[src/pkg/port_pins_defs.svh]
`ifndef PORT_PINS_DEFS_SVH
`define PORT_PINS_DEFS_SVH

// Port geometry
`define PORT_W 8
`define ADDR_W 16
// Internal data memory ends here; higher addresses go outside
`define INT_MEM_TOP 16'h0fff
// Reset value of an output-only port
`define OUT_PORT_RST 8'h00
// Reset value of the input-only port sample
`define IN_PORT_RST 8'h00
// Pull-up select reset: all off
`define PULLUP_RST 8'h00
// Minimum reset pulse, ns, and clock period, ns
`define RST_MIN_NS 50
`define CLK_PERIOD_NS 10
`define RST_MIN_CYC ((`RST_MIN_NS + `CLK_PERIOD_NS - 1) / `CLK_PERIOD_NS)

`endif

[src/pkg/port_pins_pkg.sv]
package port_pins_pkg;
	typedef enum logic [1:0] {
		XM_IDLE,
		XM_ADDR,
		XM_DATA
	} xmem_state_e;

	typedef logic [7:0] byte_t;
	typedef logic [15:0] addr_t;
endpackage

[src/verilog/ext_bus_seq.sv]
`timescale 1ns/1ps
`include "port_pins_defs.svh"

// Two-cycle external access sequencer: address phase then data phase
module ext_bus_seq
	import port_pins_pkg::*;
(
	input wire logic sys_clk,
	input wire logic rst_n,
	input wire logic start,
	input wire logic is_write,
	input wire addr_t addr,
	input wire byte_t wdata,
	input wire byte_t ad_in,
	output logic busy,
	output logic addr_phase,
	output logic data_phase,
	output logic wr_phase,
	output addr_t addr_hold,
	output byte_t wdata_hold,
	output byte_t rdata,
	output logic rdone
);

	typedef struct packed {
		xmem_state_e st;
		logic wr;
		addr_t a;
		byte_t wd;
		byte_t rd;
		logic done;
	} seq_s;

	seq_s s_r, s_nxt;

	// Next state: start only from idle, two cycles per access
	always_comb begin
		s_nxt = s_r;
		s_nxt.done = 1'b0;
		case (s_r.st)
			XM_IDLE: begin
				if (start) begin
					s_nxt.st = XM_ADDR;
					s_nxt.wr = is_write;
					s_nxt.a = addr;
					s_nxt.wd = wdata;
				end
			end
			XM_ADDR: begin
				s_nxt.st = XM_DATA;
			end
			XM_DATA: begin
				s_nxt.st = XM_IDLE;
				if (!s_r.wr) begin
					s_nxt.rd = ad_in;
					s_nxt.done = 1'b1;
				end
			end
			default: begin
				s_nxt.st = XM_IDLE;
			end
		endcase
	end

	always_ff @(posedge sys_clk or negedge rst_n) begin
		if (!rst_n) begin
			s_r <= '0;
		end else begin
			s_r <= s_nxt;
		end
	end

	assign busy = (s_r.st != XM_IDLE);
	assign addr_phase = (s_r.st == XM_ADDR);
	assign data_phase = (s_r.st == XM_DATA);
	assign wr_phase = s_r.wr;
	assign addr_hold = s_r.a;
	assign wdata_hold = s_r.wd;
	assign rdata = s_r.rd;
	assign rdone = s_r.done;

	// Address phase is always followed by the data phase
	addr_then_data_a: assert property (@(posedge sys_clk)
		disable iff (!rst_n)
		addr_phase |=> data_phase && $stable(addr_hold))
		else $error("data phase did not follow address phase");

endmodule

[src/verilog/port_reset_and_ext_bus_pins.sv]
`timescale 1ns/1ps
`include "port_pins_defs.svh"

module port_reset_and_ext_bus_pins
	import port_pins_pkg::*;
(
	input wire logic sys_clk,
	input wire logic rst_n,
	input wire logic por_n,
	input wire logic external_memory_enable,
	input wire logic mem_req,
	input wire logic mem_we,
	input wire addr_t mem_addr,
	input wire byte_t mem_wdata,
	output byte_t mem_rdata,
	output logic mem_rvalid,
	output logic mem_busy,
	input wire byte_t porta_out,
	input wire byte_t porta_dir,
	input wire byte_t porta_pullup,
	output byte_t porta_in,
	input wire byte_t portb_out,
	input wire byte_t portb_dir,
	output byte_t portb_in,
	input wire byte_t portd_out,
	input wire byte_t portd_dir,
	output byte_t portd_in,
	input wire byte_t porte_out,
	input wire byte_t porte_dir,
	output byte_t porte_in,
	input wire byte_t portc_out,
	output byte_t portf_in,
	output byte_t analog_in,
	input wire byte_t low_addr_data_port_pins_i,
	output byte_t low_addr_data_port_pins_o,
	output byte_t low_addr_data_port_pins_oe,
	output byte_t low_addr_data_port_pullup,
	input wire byte_t portb_pins_i,
	output byte_t portb_pins_o,
	output byte_t portb_pins_oe,
	input wire byte_t portd_pins_i,
	output byte_t portd_pins_o,
	output byte_t portd_pins_oe,
	input wire byte_t porte_pins_i,
	output byte_t porte_pins_o,
	output byte_t porte_pins_oe,
	output byte_t high_address_output_pins,
	input wire byte_t input_only_analog_pins,
	output logic ale,
	output logic wr_n,
	output logic rd_n,
	input wire logic program_entry_pin,
	output logic serial_prog_mode
);

	////////////////////////////////////////////////////////////////
	// State

	typedef struct packed {
		byte_t pc;
		byte_t pf;
	} top_s;

	// Strap state sits on power-on reset only, so it is kept apart
	typedef struct packed {
		logic prog;
		logic por_seen;
	} strap_s;

	top_s s_r, s_nxt;
	strap_s strap_r, strap_nxt;
	logic ext_hit, seq_busy, addr_ph, data_ph, wr_ph, rdone;
	addr_t a_hold;
	byte_t wd_hold, rd_byte;

	// External only when enabled and above internal memory
	function automatic logic is_external(input logic en, input addr_t a);
		return en && (a > `INT_MEM_TOP);
	endfunction

	assign ext_hit = mem_req && is_external(external_memory_enable, mem_addr);

	////////////////////////////////////////////////////////////////
	// External access sequencer

	ext_bus_seq u_seq (
		.sys_clk(sys_clk),
		.rst_n(rst_n),
		.start(ext_hit),
		.is_write(mem_we),
		.addr(mem_addr),
		.wdata(mem_wdata),
		.ad_in(low_addr_data_port_pins_i),
		.busy(seq_busy),
		.addr_phase(addr_ph),
		.data_phase(data_ph),
		.wr_phase(wr_ph),
		.addr_hold(a_hold),
		.wdata_hold(wd_hold),
		.rdata(rd_byte),
		.rdone(rdone)
	);

	assign mem_busy = seq_busy;
	assign mem_rdata = rd_byte;
	assign mem_rvalid = rdone;

	// Strobes: latch in address phase, R/W in data phase
	assign ale = external_memory_enable && addr_ph;
	assign wr_n = !(external_memory_enable && data_ph && wr_ph);
	assign rd_n = !(external_memory_enable && data_ph && !wr_ph);

	////////////////////////////////////////////////////////////////
	// Port A: ordinary port or muxed bus; floats whenever reset low

	always_comb begin
		low_addr_data_port_pins_o = porta_out;
		low_addr_data_port_pins_oe = porta_dir;
		low_addr_data_port_pullup = porta_pullup & ~porta_dir;
		if (external_memory_enable && addr_ph) begin
			low_addr_data_port_pins_o = a_hold[7:0];
			low_addr_data_port_pins_oe = 8'hff;
			low_addr_data_port_pullup = 8'h00;
		end else if (external_memory_enable && data_ph) begin
			low_addr_data_port_pins_o = wd_hold;
			low_addr_data_port_pins_oe = wr_ph ? 8'hff : 8'h00;
			low_addr_data_port_pullup = 8'h00;
		end
		// Gated by the reset pin itself so no clock is needed
		if (!rst_n) begin
			low_addr_data_port_pins_oe = 8'h00;
			low_addr_data_port_pullup = 8'h00;
		end
	end

	assign porta_in = low_addr_data_port_pins_i;

	// Other bidirectional ports, asynchronous float on reset
	assign portb_pins_o = portb_out;
	assign portb_pins_oe = rst_n ? portb_dir : 8'h00;
	assign portb_in = portb_pins_i;
	assign portd_pins_o = portd_out;
	assign portd_pins_oe = rst_n ? portd_dir : 8'h00;
	assign portd_in = portd_pins_i;
	assign porte_pins_o = porte_out;
	assign porte_pins_oe = rst_n ? porte_dir : 8'h00;
	assign porte_in = porte_pins_i;

	////////////////////////////////////////////////////////////////
	// Registered state: port C latch, port F sample, program mode

	always_comb begin
		s_nxt = s_r;
		strap_nxt = strap_r;
		// High byte held for the whole access, else ordinary data
		if (external_memory_enable && (addr_ph || data_ph))
			s_nxt.pc = a_hold[15:8];
		else if (external_memory_enable && ext_hit)
			s_nxt.pc = mem_addr[15:8];
		else
			s_nxt.pc = portc_out;
		s_nxt.pf = input_only_analog_pins;
		// Strap sampled once, first edge after power-on release
		if (!strap_r.por_seen) begin
			strap_nxt.por_seen = 1'b1;
			strap_nxt.prog = !program_entry_pin;
		end
	end

	// Port C stays driven through reset: it has no drive enable
	always_ff @(posedge sys_clk or negedge rst_n) begin
		if (!rst_n) begin
			s_r.pc <= `OUT_PORT_RST;
			s_r.pf <= `IN_PORT_RST;
		end else begin
			s_r <= s_nxt;
		end
	end

	// Only power-on re-arms the strap; pin ignored afterwards
	always_ff @(posedge sys_clk or negedge por_n) begin
		if (!por_n) begin
			strap_r.prog <= 1'b0;
			strap_r.por_seen <= 1'b0;
		end else begin
			strap_r <= strap_nxt;
		end
	end

	assign high_address_output_pins = s_r.pc;
	assign portf_in = s_r.pf;
	assign analog_in = input_only_analog_pins;
	assign serial_prog_mode = strap_r.prog;

	////////////////////////////////////////////////////////////////
	// Checks

	float_on_reset_a: assert property (@(posedge sys_clk)
		!rst_n |-> (low_addr_data_port_pins_oe == 8'h00)
		&& (portb_pins_oe == 8'h00) && (portd_pins_oe == 8'h00)
		&& (porte_pins_oe == 8'h00))
		else $error("bidirectional port driven in reset");

	ale_addr_phase_a: assert property (@(posedge sys_clk)
		disable iff (!rst_n)
		ale |-> (low_addr_data_port_pins_o == a_hold[7:0]) ##1 !ale)
		else $error("latch strobe without low address");

	ext_starts_ale_a: assert property (@(posedge sys_clk)
		disable iff (!rst_n)
		(ext_hit && !seq_busy) |=> ale)
		else $error("external access did not strobe latch");

	strobes_excl_a: assert property (@(posedge sys_clk)
		disable iff (!rst_n)
		!(!wr_n && !rd_n) && !(ale && (!wr_n || !rd_n)))
		else $error("strobes overlap");

	internal_quiet_a: assert property (@(posedge sys_clk)
		disable iff (!rst_n)
		(mem_req && mem_addr <= `INT_MEM_TOP && !seq_busy)
		|=> wr_n && rd_n)
		else $error("strobe during internal access");

	disabled_idle_a: assert property (@(posedge sys_clk)
		disable iff (!rst_n)
		!external_memory_enable |-> !ale && wr_n && rd_n)
		else $error("bus strobe while disabled");

	enable_gates_a: assert property (@(posedge sys_clk)
		disable iff (!rst_n)
		(mem_req && !external_memory_enable && !seq_busy) |=> !ale)
		else $error("bus used while disabled");

	high_addr_hold_a: assert property (@(posedge sys_clk)
		disable iff (!rst_n)
		(ale && external_memory_enable) |=>
		high_address_output_pins == a_hold[15:8] ##1
		high_address_output_pins == a_hold[15:8])
		else $error("high address not held");

	prog_stable_a: assert property (@(posedge sys_clk)
		disable iff (!por_n)
		strap_r.por_seen |=> $stable(serial_prog_mode))
		else $error("program mode changed after power-on");

	write_cov: cover property (@(posedge sys_clk) !wr_n);
	read_cov: cover property (@(posedge sys_clk) rdone);
	prog_cov: cover property (@(posedge sys_clk) serial_prog_mode);
	reset_cov: cover property (@(posedge sys_clk) !rst_n ##1 rst_n);

endmodule

[config.mk]
export PLATFORM = sky130hd
export DESIGN_NAME = port_reset_and_ext_bus_pins
export DESIGN_NICKNAME = d
export VERILOG_FILES = /design/src/pkg/port_pins_pkg.sv /design/src/verilog/ext_bus_seq.sv /design/src/verilog/port_reset_and_ext_bus_pins.sv
export VERILOG_INCLUDE_DIRS = /design/src /design/src/pkg
export SDC_FILE = /design/constraint.sdc
export NUM_CORES = 1
export LEC_CHECK = 0
export BUFFER_PORTS_ARGS = -buffer_cell sky130_fd_sc_hd__buf_2
export CORE_AREA = 2 2 112 114
export DETAILED_ROUTE_END_ITERATION = 16
export DIE_AREA = 0 0 114 116
export PLACE_DENSITY = 0.61
export SYNTH_ARGS = -nofsm -noshare
export SYNTH_HDL_FRONTEND = slang
export SYNTH_SLANG_ARGS = --single-unit
export TNS_END_PERCENT = 5
[constraint.sdc]
create_clock -name sys_clk -period 2.4 [get_ports sys_clk]
set_input_delay 0.24 -clock sys_clk [delete_from_list [all_inputs] [get_ports sys_clk]]
set_output_delay 0.24 -clock sys_clk [all_outputs]
set_load 0.02 [all_outputs]
# After elaboration in Yosys (flattened, before gate mapping)
# Index checks and enable logic that the tools add are counted.
[op_classes]
n_mux = 18
n_bitwise = 3
n_reduce_logical = 17
n_eq_ne = 3
order_cmp = 1
[ops]
columns = ["operator", "n"]
rows = [
  ["2-to-1 mux 8 bit", 14],
  ["2-to-1 mux 27 bit", 1],
  ["> comparator 16 x 12 -> 1 bit, second input constant", 1],
  ["AND 8 bit", 1],
  ["logical AND 1 bit", 8],
  ["NOT 8 bit", 1],
  ["zero test 1 bit", 4],
  ["one-hot mux 2 bit (2 select lines)", 1],
  ["AND reduction 2 bit", 2],
  ["equality test 2 x 1 -> 1 bit, second input constant", 1],
  ["equality test 2 bit, second input constant", 1],
  ["zero test 2 bit", 1],
  ["2-to-1 mux 1 bit", 2],
  ["inequality test 2 bit, second input constant", 1],
  ["nonzero test 2 bit", 1],
  ["logical OR 1 bit", 1],
  ["NOT 1 bit", 1],
]
[totals]
register_bits = 54
wordCells = 52
out_inout_bits = 142

# Depth between registers and ports, before layout
# Gate-level depths: netlist of run 1.
[depth]
ltp_word = 6
mapped_depth = 7
ltp_nobuf = 5

# Hierarchy
# From an unflattened synthesis of run 1, not the netlist that was laid out.
[hier_totals]
hier_cells = 322
hier_area_um2 = 3283.1
[modules_own_cells]
columns = ["module", "area_each_um2", "cells_each", "seq_area_each_um2", "n_inst"]
rows = [
  ["port_reset_and_ext_bus_pins", 1691.6, 212, 450.4, 1],
  ["ext_bus_seq", 1591.5, 110, 900.9, 1],
]

# Worst setup path before layout of run 1
# OpenSTA, ideal clock, no wires.
[synth_timing]
kind = "register to output"
startpoint = "reg u_seq.s_r[34] (netlist bit)"
endpoint = "out low_addr_data_port_pins_oe[0]"
path_buffers = 1
slack_ns = 0.459
arrival_time_ns = 1.701
path_stages_with_launch = 7
path_cell_list = "dfrtp_1 inv_1 ha_1 nand2_1 buf_2 nand2_1 a21boi_0"
[synth_via]
elab_chain_len = 5
elab_cells_between_ends = 7
cone_classes = "eq/ne (2); mux (3); reduce/logical (2)"
[synth_lines]
columns = ["item", "line_no", "source"]
rows = [
  ["start, declared", "ext_bus_seq.sv:34", "seq_s s_r, s_nxt;"],
  ["start signal, assigned", "ext_bus_seq.sv:69", "s_r <= s_nxt;"],
  ["equality test 2 bit", "ext_bus_seq.sv:75", "assign data_phase = (s_r.st == XM_DATA);"],
  ["logical AND 1 bit", "port_reset_and_ext_bus_pins.sv:124", "end else if (external_memory_enable && data_ph) begin"],
  ["2-to-1 mux 8 bit", "port_reset_and_ext_bus_pins.sv:124", ""],
  ["2-to-1 mux 8 bit (*)", "port_reset_and_ext_bus_pins.sv:120", "if (external_memory_enable && addr_ph) begin"],
  ["2-to-1 mux 8 bit (*)", "port_reset_and_ext_bus_pins.sv:130", "if (!rst_n) begin"],
  ["end, declared", "port_reset_and_ext_bus_pins.sv:36", "output byte_t low_addr_data_port_pins_oe,"],
]
# Every way passes the cells marked *; elsewhere a longest branch is shown, timed or not.

# Final worst setup path of run 1
[layout_timing]
startpoint = "reg u_seq.s_r[35] (netlist bit)"
endpoint = "out low_addr_data_port_pins_o[1]"
[layout_via]
elab_chain_len = 4
elab_cells_between_ends = 6
cone_classes = "eq/ne (2); mux (2); reduce/logical (2)"
[layout_lines]
columns = ["item", "line_no", "source"]
rows = [
  ["equality test 2 bit", "ext_bus_seq.sv:75", ""],
  ["logical AND 1 bit", "port_reset_and_ext_bus_pins.sv:124", ""],
  ["2-to-1 mux 8 bit", "port_reset_and_ext_bus_pins.sv:124", ""],
  ["2-to-1 mux 8 bit (*)", "port_reset_and_ext_bus_pins.sv:120", ""],
  ["end, declared", "port_reset_and_ext_bus_pins.sv:35", "output byte_t low_addr_data_port_pins_o,"],
]
# Marked as above.

==> out/summary.log, run 1 <==
[power_and_ir_drop] fraction of power spent switching nets 35.20%
[cts] count of clock tree sinks 54
[global_routing] met2 GRT Util 20.12%
[die] effective utilization at floorplan 26.92%
[timing] Max transition margin 52.69%
[finish] share of final-layout standard cells stronger than drive strength 1 56.84%
[die] die width 114 um
[finish] highest-count cells in the layout ignoring fill and taps sky130_fd_sc_hd__buf_2 (195), sky130_fd_sc_hd__dfrtp_1 (54), sky130_fd_sc_hd__nand2_1 (27)
[power_and_ir_drop] static leakage 2.155 nW
[timing] final clock skew 0.01055 ns
[timing] final worst hold slack 0.06105 ns
[global_routing] global routing's busiest layer met2
[placement] I/O Buffers 196
[cts] Clk Tree Root Cell sky130_fd_sc_hd__clkbuf_16
[power_and_ir_drop] Max rail drop VDD 0.3694 mV
[placement] DP HPWL 6726 um
[global_routing] pin count of the biggest net entering global routing 31
[cts] maximum clock insertion buffer count 2
[cts] number of buffers inserted by post-CTS setup repair 0
[finish] Filler cells 1229
[flow_run] max-capacitance violation count 0
[placement] final weighted congestion of routability-driven global placement 0.7295
[critical_path] critical path capture point type output port
[cts] clock-pin transition on the worst setup and hold timing paths 0.07 ns
[yosys] Seq/Total Area, Yosys 42.14%
[yosys] Syn Area/Cell 10.55 um2
[global_routing] first-pass GRT wire length 12300 um
[finish] most common cell after layout, fill and taps aside sky130_fd_sc_hd__buf_2
[global_routing] M3 GR Usage 4.236%
[global_routing] aggregate global-route resource usage 11.86%
[die] std cell rows 40
[global_routing] residual overflow from global routing 0
[timing] setup-violating endpoint count in the final report 0
[yosys] count of yosys warnings during synthesis 0
[timing] transition time at the pin with the least slew margin 0.7032 ns
[min_path] Hold Path Class in -> reg
[power_and_ir_drop] relative contribution of sequential cells to total power 37.5%
[drt] ANT nets after route 0
[yosys] post-synthesis instance total 304
[global_routing] met1 layer usage reported by global route 14.21%
[global_routing] via count of the first global-routing pass 2411
[drt] vias 2539
[power_and_ir_drop] logic gate share of total power 40.8%
[power_and_ir_drop] power density of the placed cells 974.0 mW/mm2
[die] core area 0.01191 mm2
[cts] H-tree levels 2
[critical_path] critical-path maximum fanout 17
[drt] vias per std cell 4.385
[power_and_ir_drop] clock share of power 21.7%
[finish] signed area change from the synthesized netlist to the final layout 24.39%
[power_and_ir_drop] internal power consumption 2.517 mW
[die] number of ports placed on the die boundary 293
[finish] core utilization of the finished layout 33.49%
[critical_path] type of origin of the critical path flop
[finish] count of nets after finishing 584
[yosys] post-synthesis instance area 0.003207 mm2
[timing] setup repair after global routing missed its margin false
[timing] Max Clock Freq 0.4625 GHz
[cts] clk_lat worst skew 0.29 ns
[drt] final routed wire length divided by cell count 14.42 um
[power_and_ir_drop] overall power 3.885 mW
[critical_path] critical path type reg -> out
[cts] TritonCTS clock tree built
[cts] cts repair resizes 0
[timing] fraction of the cycle the final worst path needs 90.09%
[timing] Final TNS setup 0 ns
[global_routing] number of antenna violations at the first check in global routing 1
[timing] max-slew violation count 0
[yosys] synthesis-stage register bit count 54
[drt] wire length reported by the detailed router 8352 um
[drt] 1st-iter DRT viols 88
[die] Die Footprint 0.01322 mm2
[timing] final hold vios 0
[critical_path] data required time of the critical path 2.16 ns
[yosys] Syn Nets 458
[die] Die Span Y 116 um
[cts] number of CTS-inserted buffers 5
[power_and_ir_drop] net switching power 1.368 mW
[yosys] Synth cell types 26
[critical_path] data arrival time of the critical path 1.92 ns
[drt] router iterations before antenna repair 4
[drt] DRC 0
[outcome] run status finished clean
[timing] post-route minimum period 2.162 ns
## per-stage QoR
step                      instance area (um2)  std cells  setup slack [ns]
after floorplan                          3207        304            0.4588
after global placement                   3792        568            0.4036
after detailed placement                 3792        568            0.3754
after CTS                                3986        578            0.2127
after global routing                     3986        578           0.08118
final                                    3989        579            0.2379
## kinds of logic after synthesis
kind of cell / share of synthesized area (%)
other cells: 0.1169
simple gates: 13.11
fa+ha+maj: 1.171
mux: 16.78
buf+inv: 19.90
flops: 42.14
compound gates: 6.789
## power groups by stage
stage          Sequential (mW)  Clock, mW  Combinational, mW
4_1_cts                   1.46      0.877               1.61
5_1_grt                   1.50      0.909               1.72
3_5_place_dp              1.47          0               1.61
2_1_floorplan             1.53          0               1.26
6_report                  1.46      0.843               1.59
3_3_place_gp              1.47          0               1.57
## layer usage
metal	wire length [um]	vias up
met4	129	0
li1	-	1190
met5	0	-
met1	3359	1171
met3	858	20
met2	4006	158
## cells in the mapped netlist
library cell / count / area, um2
sky130_fd_sc_hd__buf_4: 72 / 540.5
sky130_fd_sc_hd__dfrtp_1: 54 / 1351
sky130_fd_sc_hd__nand2_1: 27 / 101.4
sky130_fd_sc_hd__and2_1: 26 / 162.7
sky130_fd_sc_hd__mux2_4: 20 / 300.3
sky130_fd_sc_hd__o21ai_0: 18 / 90.09
sky130_fd_sc_hd__mux2_2: 14 / 157.7
sky130_fd_sc_hd__nor2_1: 9 / 33.78
sky130_fd_sc_hd__a21boi_0: 8 / 60.06
sky130_fd_sc_hd__a31oi_1: 8 / 50.05
sky130_fd_sc_hd__mux2i_1: 8 / 80.08
sky130_fd_sc_hd__nor3b_1: 8 / 60.06
sky130_fd_sc_hd__clkbuf_1: 7 / 26.28
sky130_fd_sc_hd__nand3_1: 5 / 25.02
sky130_fd_sc_hd__buf_2: 4 / 20.02
sky130_fd_sc_hd__ha_1: 3 / 37.54
sky130_fd_sc_hd__inv_1: 3 / 11.26
sky130_fd_sc_hd__buf_12: 2 / 40.04
sky130_fd_sc_hd__a21o_1: 1 / 7.510
sky130_fd_sc_hd__a21oi_1: 1 / 5.000
sky130_fd_sc_hd__conb_1: 1 / 3.750
sky130_fd_sc_hd__nand3_4: 1 / 17.52
sky130_fd_sc_hd__nor2b_1: 1 / 6.260
sky130_fd_sc_hd__nor4_1: 1 / 6.260
sky130_fd_sc_hd__o21ai_1: 1 / 5.000
sky130_fd_sc_hd__or4_1: 1 / 7.510
## sequential cells by signal, indices dropped and copies added, names as in the netlist
name / count
u_seq.wdata_hold: 8
u_seq.rdone: 1
serial_prog_mode: 1
strap_r: 1
u_seq.addr_hold: 16
portf_in: 8
u_seq.rdata: 8
u_seq.wr_phase: 1
high_address_output_pins: 8
u_seq.s_r: 2
## path summary, 6_finish.rpt
check	cells past startpoint	start	endpoint	slack, ns
max	6	u_seq.s_r[35]	low_addr_data_port_pins_o[1]	0.24
min	1	input_only_analog_pins[3]	portf_in[3]	0.06
max reg2reg	4	u_seq.s_r[34]	u_seq.wdata_hold[0]	0.67
min reg2reg	1	strap_r[0]	serial_prog_mode	0.46
max in group asynchronous	4	rst_n	high_address_output_pins[6]	1.36
min in group asynchronous	2	por_n	serial_prog_mode	0.25
## critical path: stages, from the launching register on
cell and delay, ns:
sky130_fd_sc_hd__dfrtp_1 0.40, sky130_fd_sc_hd__inv_1 0.09, sky130_fd_sc_hd__ha_1 0.21, sky130_fd_sc_hd__and2_1 0.52, sky130_fd_sc_hd__nand2_1 0.14, sky130_fd_sc_hd__o21ai_0 0.10, sky130_fd_sc_hd__buf_2 0.19
## area by class of cell
cell class | instances | area [um2] | share of cell area [%]
diodes | 1 | 2.502 | 0.06274
clock buffers | 5 | 125.1 | 3.137
clock inverters | 3 | 48.80 | 1.223
inverters | 3 | 11.26 | 0.2823
multi-input cells | 162 | 1217 | 30.52
flip-flops and latches | 54 | 1351 | 33.88
well taps | 147 | 183.9 | 4.611
repair buffers | 204 | 1049 | 26.29
## what timing repair did
| item | CTS | global route |
|---|---|---|
| hold buffers | 2 | 0 |
| setup endpoints to repair | 0 | 0 |
| hold endpoints to repair | 3 | 0 |
No activity file was read; power rests on OpenSTA's default activity.
==> run 2: changes to the inputs <==
--- a/config.mk
+++ b/config.mk
@@ -7,6 +7,7 @@
 export NUM_CORES = 1
 export LEC_CHECK = 0
 export BUFFER_PORTS_ARGS = -buffer_cell sky130_fd_sc_hd__buf_2
+export CAP_MARGIN = 30
 export CORE_AREA = 2 2 112 114
 export DETAILED_ROUTE_END_ITERATION = 16
 export DIE_AREA = 0 0 114 116
==> constraint.sdc (replaced) <==
create_clock -name sys_clk -period 2.4 [get_ports sys_clk]
set_input_delay 0.24 -clock sys_clk [delete_from_list [all_inputs] [get_ports sys_clk]]
set_output_delay 0.24 -clock sys_clk [all_outputs]
set_load 0.05 [all_outputs]
==> run 2 against run 1 <==
Compared with the run above: design area decreased by 0.28%; sequential share of layout area is 0.096 points higher; power increased by 16%; core utilization fell by 0.095 points; count of clock-buffer cells in the layout rose by 1; first-iteration DRC count shrank 20%; critical path type unchanged; critical endpoint is now low_addr_data_port_pins_o[5].
==> out/summary.log, run 2 (same netlist as run 1, synthesis figures left out) <==
[outcome] run status finished clean
[critical_path] CP max stage cell sky130_fd_sc_hd__dfrtp_1
[critical_path] critical-path maximum fanout 16 [-1]
[finish] signed area change from the synthesized netlist to the final layout 24.03%
[cts] clk_lat worst skew 0.29 ns [about the same]
[die] die width 114 um [unchanged]
[global_routing] number of antenna violations at the first check in global routing 0 [-1]
[timing] post-route minimum period 2.169 ns [+0.006692 ns]
[critical_path] cell type group with the largest total delay on the critical path buffers and inverters
[cts] maximum clock insertion buffer count 2 [unchanged]
[power_and_ir_drop] clock share of power 18.3% [-3.4 points]
[power_and_ir_drop] logic gate share of total power 49.3% [+8.5 points]
[finish] Filler cells 1252 [+1.9%]
[drt] vias 2438 [-4.0%]
[global_routing] pin count of the biggest net entering global routing 40 [+29%]
[critical_path] type of origin of the critical path flop
[finish] Multi-input gate area 0.001221 mm2 [+0.31%]
[cts] count of clock tree sinks 54 [unchanged]
[drt] 1st-iter DRT viols 70 [-20%]
[timing] fraction of the cycle the final worst path needs 90.37% [+0.28 points]
[finish] highest-count cells in the layout ignoring fill and taps sky130_fd_sc_hd__buf_2 (194), sky130_fd_sc_hd__dfrtp_1 (54), sky130_fd_sc_hd__nand2_1 (26)
[min_path] Hold Path Class in -> reg
[power_and_ir_drop] Max rail drop VDD 0.4507 mV [+22%]
[drt] DRC 0 [unchanged]
[global_routing] aggregate global-route resource usage 11.55% [-0.31 points]
[power_and_ir_drop] overall power 4.513 mW [+16%]
[die] number of ports placed on the die boundary 293 [unchanged]
[critical_path] worst-path cell chain inv_1, ha_1, nand2_1, buf_4, mux2i_1, o21ai_0, buf_2
[global_routing] first-pass GRT wire length 11670 um [-5.2%]
[die] std cell rows 40 [unchanged]
[flow_run] max-capacitance violation count 0 [unchanged]
[power_and_ir_drop] net switching power 1.999 mW [+46%]
[finish] antenna diode count 0 [-1]
[die] effective utilization at floorplan 26.92% [unchanged]
[timing] Max transition margin 66.59% [+14 points]
[die] core area 0.01191 mm2 [unchanged]
[global_routing] residual overflow from global routing 0 [unchanged]
[timing] setup-violating endpoint count in the final report 0 [unchanged]
[cts] number of CTS-inserted buffers 5 [unchanged]
[placement] final weighted congestion of routability-driven global placement 0.7157 [-1.9%]
[drt] router iterations before antenna repair 4 [unchanged]
[critical_path] WP buf/inv 3 [+1]
[cts] number of buffers inserted by post-CTS setup repair 0 [unchanged]
[finish] most common cell after layout, fill and taps aside sky130_fd_sc_hd__buf_2
[drt] vias per std cell 4.225 [-3.6%]
[critical_path] data required time of the critical path 2.16 ns [about the same]
[timing] final clock skew 0.002756 ns [-0.007795 ns]
[drt] wire length reported by the detailed router 8317 um [-0.42%]
[timing] Max Clock Freq 0.4611 GHz [-0.31%]
[critical_path] slowest stage delay, CP 0.40 ns [-0.12 ns]
[critical_path] critical path capture point type output port
[timing] PnR worst setup slack 0.2312 ns [-0.006692 ns]
[timing] transition time at the pin with the least slew margin 0.5011 ns [-0.2021 ns]
[die] Die Span Y 116 um [unchanged]
[timing] max-slew violation count 0 [unchanged]
[critical_path] data arrival time of the critical path 1.93 ns [about the same]
[finish] count of nets after finishing 583 [-0.17%]
[drt] ANT nets after route 0 [unchanged]
[critical_path] critical path type reg -> out
[cts] H-tree levels 2 [unchanged]
[timing] setup repair after global routing missed its margin false
[global_routing] via count of the first global-routing pass 2269 [-5.9%]
[timing] final hold vios 0 [unchanged]
[power_and_ir_drop] static leakage 2.146 nW [-0.40%]
[finish] share of final-layout standard cells stronger than drive strength 1 56.98% [+0.13 points]
[finish] number of flip-flops under the largest register name 16 [unchanged]
[power_and_ir_drop] internal power consumption 2.515 mW [-0.11%]
[die] Die Footprint 0.01322 mm2 [unchanged]
[drt] final routed wire length divided by cell count 14.41 um [about the same]
[power_and_ir_drop] power density of the placed cells 1135 mW/mm2 [+17%]
[placement] I/O Buffers 196 [unchanged]
[power_and_ir_drop] fraction of power spent switching nets 44.29% [+9.1 points]
[finish] total area of sequential cells 0.001351 mm2 [unchanged]
[cts] clock-pin transition on the worst setup and hold timing paths 0.07 ns [about the same]
[cts] Clk Tree Root Cell sky130_fd_sc_hd__clkbuf_16
[power_and_ir_drop] relative contribution of sequential cells to total power 32.5% [-5.0 points]
[cts] TritonCTS clock tree built
[placement] Post-Place Worst Slack 0.3421 ns [-0.03332 ns]
[placement] DP HPWL 6486 um [-3.6%]
## run 2: per-layer routing
| layer | global-route usage, % | share of wire (%) | vias to the layer above |
|---|---|---|---|
| li1 | - | - | 1183 |
| met4 | 2.683 | 1.2 | 0 |
| met1 | 12.59 | 38 | 1111 |
| met2 | 22.02 | 53 | 128 |
| met3 | 3.400 | 7.8 | 16 |
| met5 | 0 | 0 | - |
## run 2: area by class of cell
type                            count  area share, %
Clock inverter                      2         0.9437
Tap cell                          147          4.624
Multi-Input combinational cell    162          30.70
Sequential cell                    54          33.97
Clock buffer                        6          3.240
Timing Repair Buffer              203          26.23
Inverter                            3         0.2831
## run 2: timing repair
item                                   4_1_cts  5_1_grt
hold buffers                                 2        0
resized for setup                            0        3
endpoints found under the hold margin       11        0
setup endpoints to repair                    0        4
## run 2: worst paths after layout
| kind | from | to | slack, ns | cells after the start |
|---|---|---|---|---|
| min | input_only_analog_pins[5] | portf_in[5] | 0.06 | 1 |
| min in group asynchronous | por_n | strap_r[0] | 0.25 | 2 |
| min reg2reg | strap_r[0] | serial_prog_mode | 0.45 | 1 |
| max in group asynchronous | rst_n | high_address_output_pins[2] | 1.29 | 3 |
| max | u_seq.s_r[34] | low_addr_data_port_pins_o[5] | 0.23 | 7 |
| max reg2reg | u_seq.s_r[34] | u_seq.wdata_hold[4] | 0.68 | 4 |
## run 2: power by group through the flow
| stage | Combinational (mW) | Clock (mW) | Sequential [mW] |
|---|---|---|---|
| after floorplan | 1.82 | 0 | 1.69 |
| after global placement | 2.21 | 0 | 1.47 |
| after detailed placement | 2.25 | 0 | 1.47 |
| after CTS | 2.25 | 0.859 | 1.47 |
| after global routing | 2.36 | 0.890 | 1.52 |
| final | 2.22 | 0.825 | 1.47 |
## run 2: worst reg2reg max path, cell delays in order (launching register included)
cell,delay (ns)
sky130_fd_sc_hd__dfrtp_1,0.40
sky130_fd_sc_hd__inv_1,0.09
sky130_fd_sc_hd__ha_1,0.24
sky130_fd_sc_hd__nand3_4,0.41
sky130_fd_sc_hd__mux2_4,0.46
## run 2: through the flow
| step | util [%] | cells | area [um2] | hold slack, ns | TNS [ns] |
|---|---|---|---|---|---|
| 2_1_floorplan | - | 304 | 3207 | -0.05559 | -1.622 |
| 3_3_place_gp | 31.78 | 567 | 3785 | 0.02570 | 0 |
| 3_5_place_dp | 31.78 | 567 | 3785 | 0.02839 | 0 |
| 4_1_cts | 33.34 | 577 | 3971 | 0.05185 | 0 |
| 5_1_grt | 33.39 | 577 | 3978 | 0.04834 | 0 |
| 6_report | 33.39 | 577 | 3978 | 0.06017 | 0 |
==> run 3: changes to the inputs <==
--- a/config.mk
+++ b/config.mk
@@ -6,12 +6,14 @@
 export SDC_FILE = /design/constraint.sdc
 export NUM_CORES = 1
 export LEC_CHECK = 0
+export ABC_AREA = 1
 export BUFFER_PORTS_ARGS = -buffer_cell sky130_fd_sc_hd__buf_2
 export CAP_MARGIN = 30
-export CORE_AREA = 2 2 112 114
+export CORE_AREA = 2 2 114 116
 export DETAILED_ROUTE_END_ITERATION = 16
-export DIE_AREA = 0 0 114 116
+export DIE_AREA = 0 0 116 118
 export PLACE_DENSITY = 0.61
+export SETUP_SLACK_MARGIN = 0.2
 export SYNTH_ARGS = -nofsm -noshare
 export SYNTH_HDL_FRONTEND = slang
 export SYNTH_SLANG_ARGS = --single-unit
==> run 3 against run 2 <==
Compared with the run above: sequential power is essentially flat; die area grew 3.5%; combinational power is essentially flat; power shrank 1.9%; critical path depth grew 2; count of clock-buffer cells in the layout shrank 1; maximum frequency grew 4.2%; sequential cell count is the same; synthesized area grew 5.6%; worst setup slack gained 0.088 ns; largest power group unchanged.
==> out/summary.log, run 3 <==
[drt] final routed wire length divided by cell count 12.36 um [-14%]
[timing] PnR worst setup slack 0.3195 ns [+0.08834 ns]
[yosys] cells taking the most area after synthesis sky130_fd_sc_hd__dfrtp_1 (40%), sky130_fd_sc_hd__buf_4 (16%), sky130_fd_sc_hd__nand2_1 (12%)
[yosys] largest family of logic cells by synthesized area buffers and inverters
[outcome] run status finished clean
[power_and_ir_drop] Max rail drop VDD 0.4018 mV [-11%]
[global_routing] via count of the first global-routing pass 2800 [+23%]
[yosys] cell with the most instances after synthesis sky130_fd_sc_hd__nand2_1
[cts] number of buffers inserted by post-CTS setup repair 0 [unchanged]
[placement] final weighted congestion of routability-driven global placement 0.7884 [+10%]
[yosys] most common flop cell mapped by yosys sky130_fd_sc_hd__dfrtp_1
[critical_path] startpoint of the worst register-to-register path u_seq.s_r[34]
[timing] setup-violating endpoint count in the final report 0 [unchanged]
[die] Die Span Y 118 um [+1.7%]
[yosys] post-synthesis instance area 0.003386 mm2 [+5.6%]
[drt] 1st-iter DRT viols 127 [+81%]
[yosys] area fraction of the dominant cell type after synthesis 39.91% [-2.2 points]
[critical_path] data required time of the critical path 2.16 ns [about the same]
[yosys] adder-cell share of the synthesized area 1.109% [-0.062 points]
[timing] post-route minimum period 2.080 ns [-0.08834 ns]
[power_and_ir_drop] clock share of power 16.4% [-1.9 points]
[timing] Final TNS setup 0 ns [unchanged]
[yosys] Seq/Total Area, Yosys 39.91% [-2.2 points]
[die] effective utilization at floorplan 27.27% [+0.35 points]
[yosys] number of synthesized flops with an enable pin 0 [unchanged]
[power_and_ir_drop] relative contribution of sequential cells to total power 32.6% [about the same]
[critical_path] worst reg2reg setup slack 0.79 ns [+0.11 ns]
[critical_path] cell count of the worst reg-to-reg path 6 [+2]
[critical_path] end point of the critical path low_addr_data_port_pins_oe[0]
[finish] signed area change from the synthesized netlist to the final layout 23.69%
[cts] clock-pin transition on the worst setup and hold timing paths 0.07 ns [about the same]
[critical_path] end of the worst register-to-register path u_seq.wdata_hold[2]
[yosys] cell type contributing the most total cell area after synthesis sky130_fd_sc_hd__dfrtp_1
[die] number of ports placed on the die boundary 293 [unchanged]
[drt] ANT nets after route 0 [unchanged]
[yosys] Synth cell types 24 [-7.7%]
[power_and_ir_drop] logic gate share of total power 50.9% [+1.6 points]
[yosys] cell types with the highest counts after synthesis sky130_fd_sc_hd__nand2_1 (112), sky130_fd_sc_hd__inv_1 (79), sky130_fd_sc_hd__buf_4 (73)
[finish] total area of sequential cells 0.001351 mm2 [unchanged]
[die] std cell rows 41 [+2.5%]
[timing] final hold vios 0 [unchanged]
[timing] max-slew violation count 0 [unchanged]
[cts] clk_lat worst skew 0.29 ns [about the same]
[cts] count of clock tree sinks 54 [unchanged]
[global_routing] first-pass GRT wire length 13820 um [+18%]
[yosys] post-synthesis instance total 442 [+45%]
[yosys] xor and xnor fraction of the mapped netlist area 0% [unchanged]
[yosys] Syn Nets 596 [+30%]
[critical_path] data arrival time of the critical path 1.84 ns [-0.09 ns]
[placement] DP HPWL 7122 um [+9.8%]
[global_routing] aggregate global-route resource usage 12.94% [+1.4 points]
[die] Die Footprint 0.01369 mm2 [+3.5%]
[global_routing] number of antenna violations at the first check in global routing 0 [unchanged]
[timing] Max Clock Freq 0.4807 GHz [+4.2%]
[drt] wire length reported by the detailed router 9168 um [+10%]
[timing] transition time at the pin with the least slew margin 0.8420 ns [+0.3409 ns]
[finish] highest-count cells in the layout ignoring fill and taps sky130_fd_sc_hd__buf_2 (188), sky130_fd_sc_hd__nand2_1 (111), sky130_fd_sc_hd__inv_1 (79)
[cts] Clk Tree Root Cell sky130_fd_sc_hd__clkbuf_16
[finish] Multi-input gate area 0.001086 mm2 [-11%]
[drt] vias per std cell 3.987 [-5.7%]
[yosys] count of yosys warnings during synthesis 0 [unchanged]
[timing] Max transition margin 43.68% [-23 points]
[power_and_ir_drop] static leakage 2.636 nW [+23%]
[finish] count of nets after finishing 723 [+24%]
[finish] antenna diode count 0 [unchanged]
[min_path] Hold Path Class in -> reg
[cts] number of CTS-inserted buffers 5 [unchanged]
[yosys] async set-reset flop share out of synthesis 100.0% [unchanged]
[flow_run] max-capacitance violation count 0 [unchanged]
[yosys] simple-gate share of the synthesized area 20.14% [+7.0 points]
[critical_path] critical-path maximum fanout 18 [+2]
[power_and_ir_drop] fraction of power spent switching nets 49.80% [+5.5 points]
[placement] I/O Buffers 196 [unchanged]
[timing] setup repair after global routing missed its margin true
[yosys] fraction of the mapped netlist area in compound gates 10.42% [+3.6 points]
[die] core area 0.01241 mm2 [+4.2%]
[finish] share of final-layout standard cells stronger than drive strength 1 42.98% [-14 points]
[critical_path] type of origin of the critical path flop
[timing] final clock skew 0.007681 ns [+0.004925 ns]
[timing] fraction of the cycle the final worst path needs 86.69% [-3.7 points]
[yosys] Syn Area/Cell 7.660 um2 [-27%]
[global_routing] pin count of the biggest net entering global routing 51 [+28%]
[global_routing] residual overflow from global routing 0 [unchanged]
[cts] TritonCTS clock tree built
[drt] vias 2958 [+21%]
[cts] H-tree levels 2 [unchanged]
[finish] number of flip-flops under the largest register name 16 [unchanged]
[drt] DRC 0 [unchanged]
[cts] maximum clock insertion buffer count 2 [unchanged]
[power_and_ir_drop] internal power consumption 2.222 mW [-12%]
[die] die width 116 um [+1.8%]
[finish] most common cell after layout, fill and taps aside sky130_fd_sc_hd__buf_2
[power_and_ir_drop] power density of the placed cells 1057 mW/mm2 [-6.8%]
[critical_path] critical path type reg -> out
[drt] router iterations before antenna repair 4 [unchanged]
[yosys] synthesis-stage register bit count 54 [unchanged]
[power_and_ir_drop] net switching power 2.204 mW [+10%]
[placement] Post-Place Worst Slack 0.4554 ns [+0.1133 ns]
[critical_path] critical path capture point type output port
[yosys] mux cell area share after synthesis 0% [-17 points]
[finish] Filler cells 1421 [+13%]
[critical_path] startpoint of the worst setup timing path u_seq.s_r[34]
## run 3: changes by cell type in the layout (fill, tap and decap cells not counted), moves of 14 or more
cell,change
sky130_fd_sc_hd__and2_1,-25
sky130_fd_sc_hd__inv_1,+76
sky130_fd_sc_hd__mux2_2,-14
sky130_fd_sc_hd__mux2_4,-20
sky130_fd_sc_hd__nand2_1,+85
sky130_fd_sc_hd__nor2_1,+20
sky130_fd_sc_hd__o21ai_2,+22
## run 3: layout make-up
cell class / instances / area share [%]
Sequential cell: 54 / 32.27
Multi-Input combinational cell: 222 / 25.93
Timing Repair Buffer: 204 / 25.46
Inverter: 82 / 7.768
Tap cell: 172 / 5.139
Clock buffer: 5 / 2.988
Clock inverter: 3 / 0.4482
## run 3: worst min path at each step
| stage | startpoint | end | slack [ns] | cells after the start |
|---|---|---|---|---|
| final | input_only_analog_pins[3] | portf_in[3] | 0.06 | 1 |
| after global routing | input_only_analog_pins[5] | portf_in[5] | 0.05 | 1 |
| after detailed placement | por_n | strap_r[0] | 0.03 | 1 |
| after global placement | por_n | serial_prog_mode | 0.03 | 1 |
| after floorplan | rst_n | high_address_output_pins[0] | -0.06 | 0 |
| after CTS | input_only_analog_pins[3] | portf_in[3] | 0.06 | 1 |
## run 3: cells by family (layout without fill, tap and decap cells)
family,after synthesis,in the layout
AO/OA/AOI/OAI,52,52
adder cells (fa/ha/maj),3,3
AND/OR/NAND/NOR,166,166
buffers and inverters,166,294
other,1,1
flip-flops,54,54
## run 3: stage by stage
stage	power (mW)	util [%]	hold WS (ns)	cells	cell area (um2)
global route	4.714	33.73	0.05443	742	4188
floorplan	3.483	-	-0.05559	442	3386
CTS	4.466	33.51	0.05735	742	4160
finish	4.427	33.73	0.06485	742	4188
detailed placement	3.715	32.13	0.03015	732	3989
global placement	3.704	32.13	0.02716	732	3989
## run 3: what timing repair did
action,in CTS,in global routing
hold buffers,2,0
setup endpoints to repair,7,24
resized for setup,3,11
cloned,0,0
hold endpoints to repair,16,0
## run 3: critical path, stage by stage (launching register included)
cell and delay [ns]:
sky130_fd_sc_hd__dfrtp_1 0.38, sky130_fd_sc_hd__inv_1 0.10, sky130_fd_sc_hd__ha_2 0.23, sky130_fd_sc_hd__nand2_4 0.13
sky130_fd_sc_hd__clkinv_8 0.12, sky130_fd_sc_hd__nand2_4 0.05, sky130_fd_sc_hd__nand2_2 0.14, sky130_fd_sc_hd__o21ai_0 0.10
sky130_fd_sc_hd__inv_1 0.08, sky130_fd_sc_hd__clkbuf_4 0.22
## run 3: per-layer routing
| metal | global-route usage (%) | share of wire, % |
|---|---|---|
| met2 | 23.72 | 53 |
| met4 | 4.018 | 1.8 |
| met1 | 14.90 | 39 |
| met3 | 2.472 | 6.5 |
| met5 | 0 | 0 |
## run 3: power groups by stage
stage	Sequential [mW]	Clock [mW]	Combinational [mW]
2_1_floorplan	1.70	0	1.78
3_3_place_gp	1.46	0	2.24
3_5_place_dp	1.45	0	2.26
4_1_cts	1.45	0.750	2.27
5_1_grt	1.49	0.786	2.44
6_report	1.44	0.727	2.25
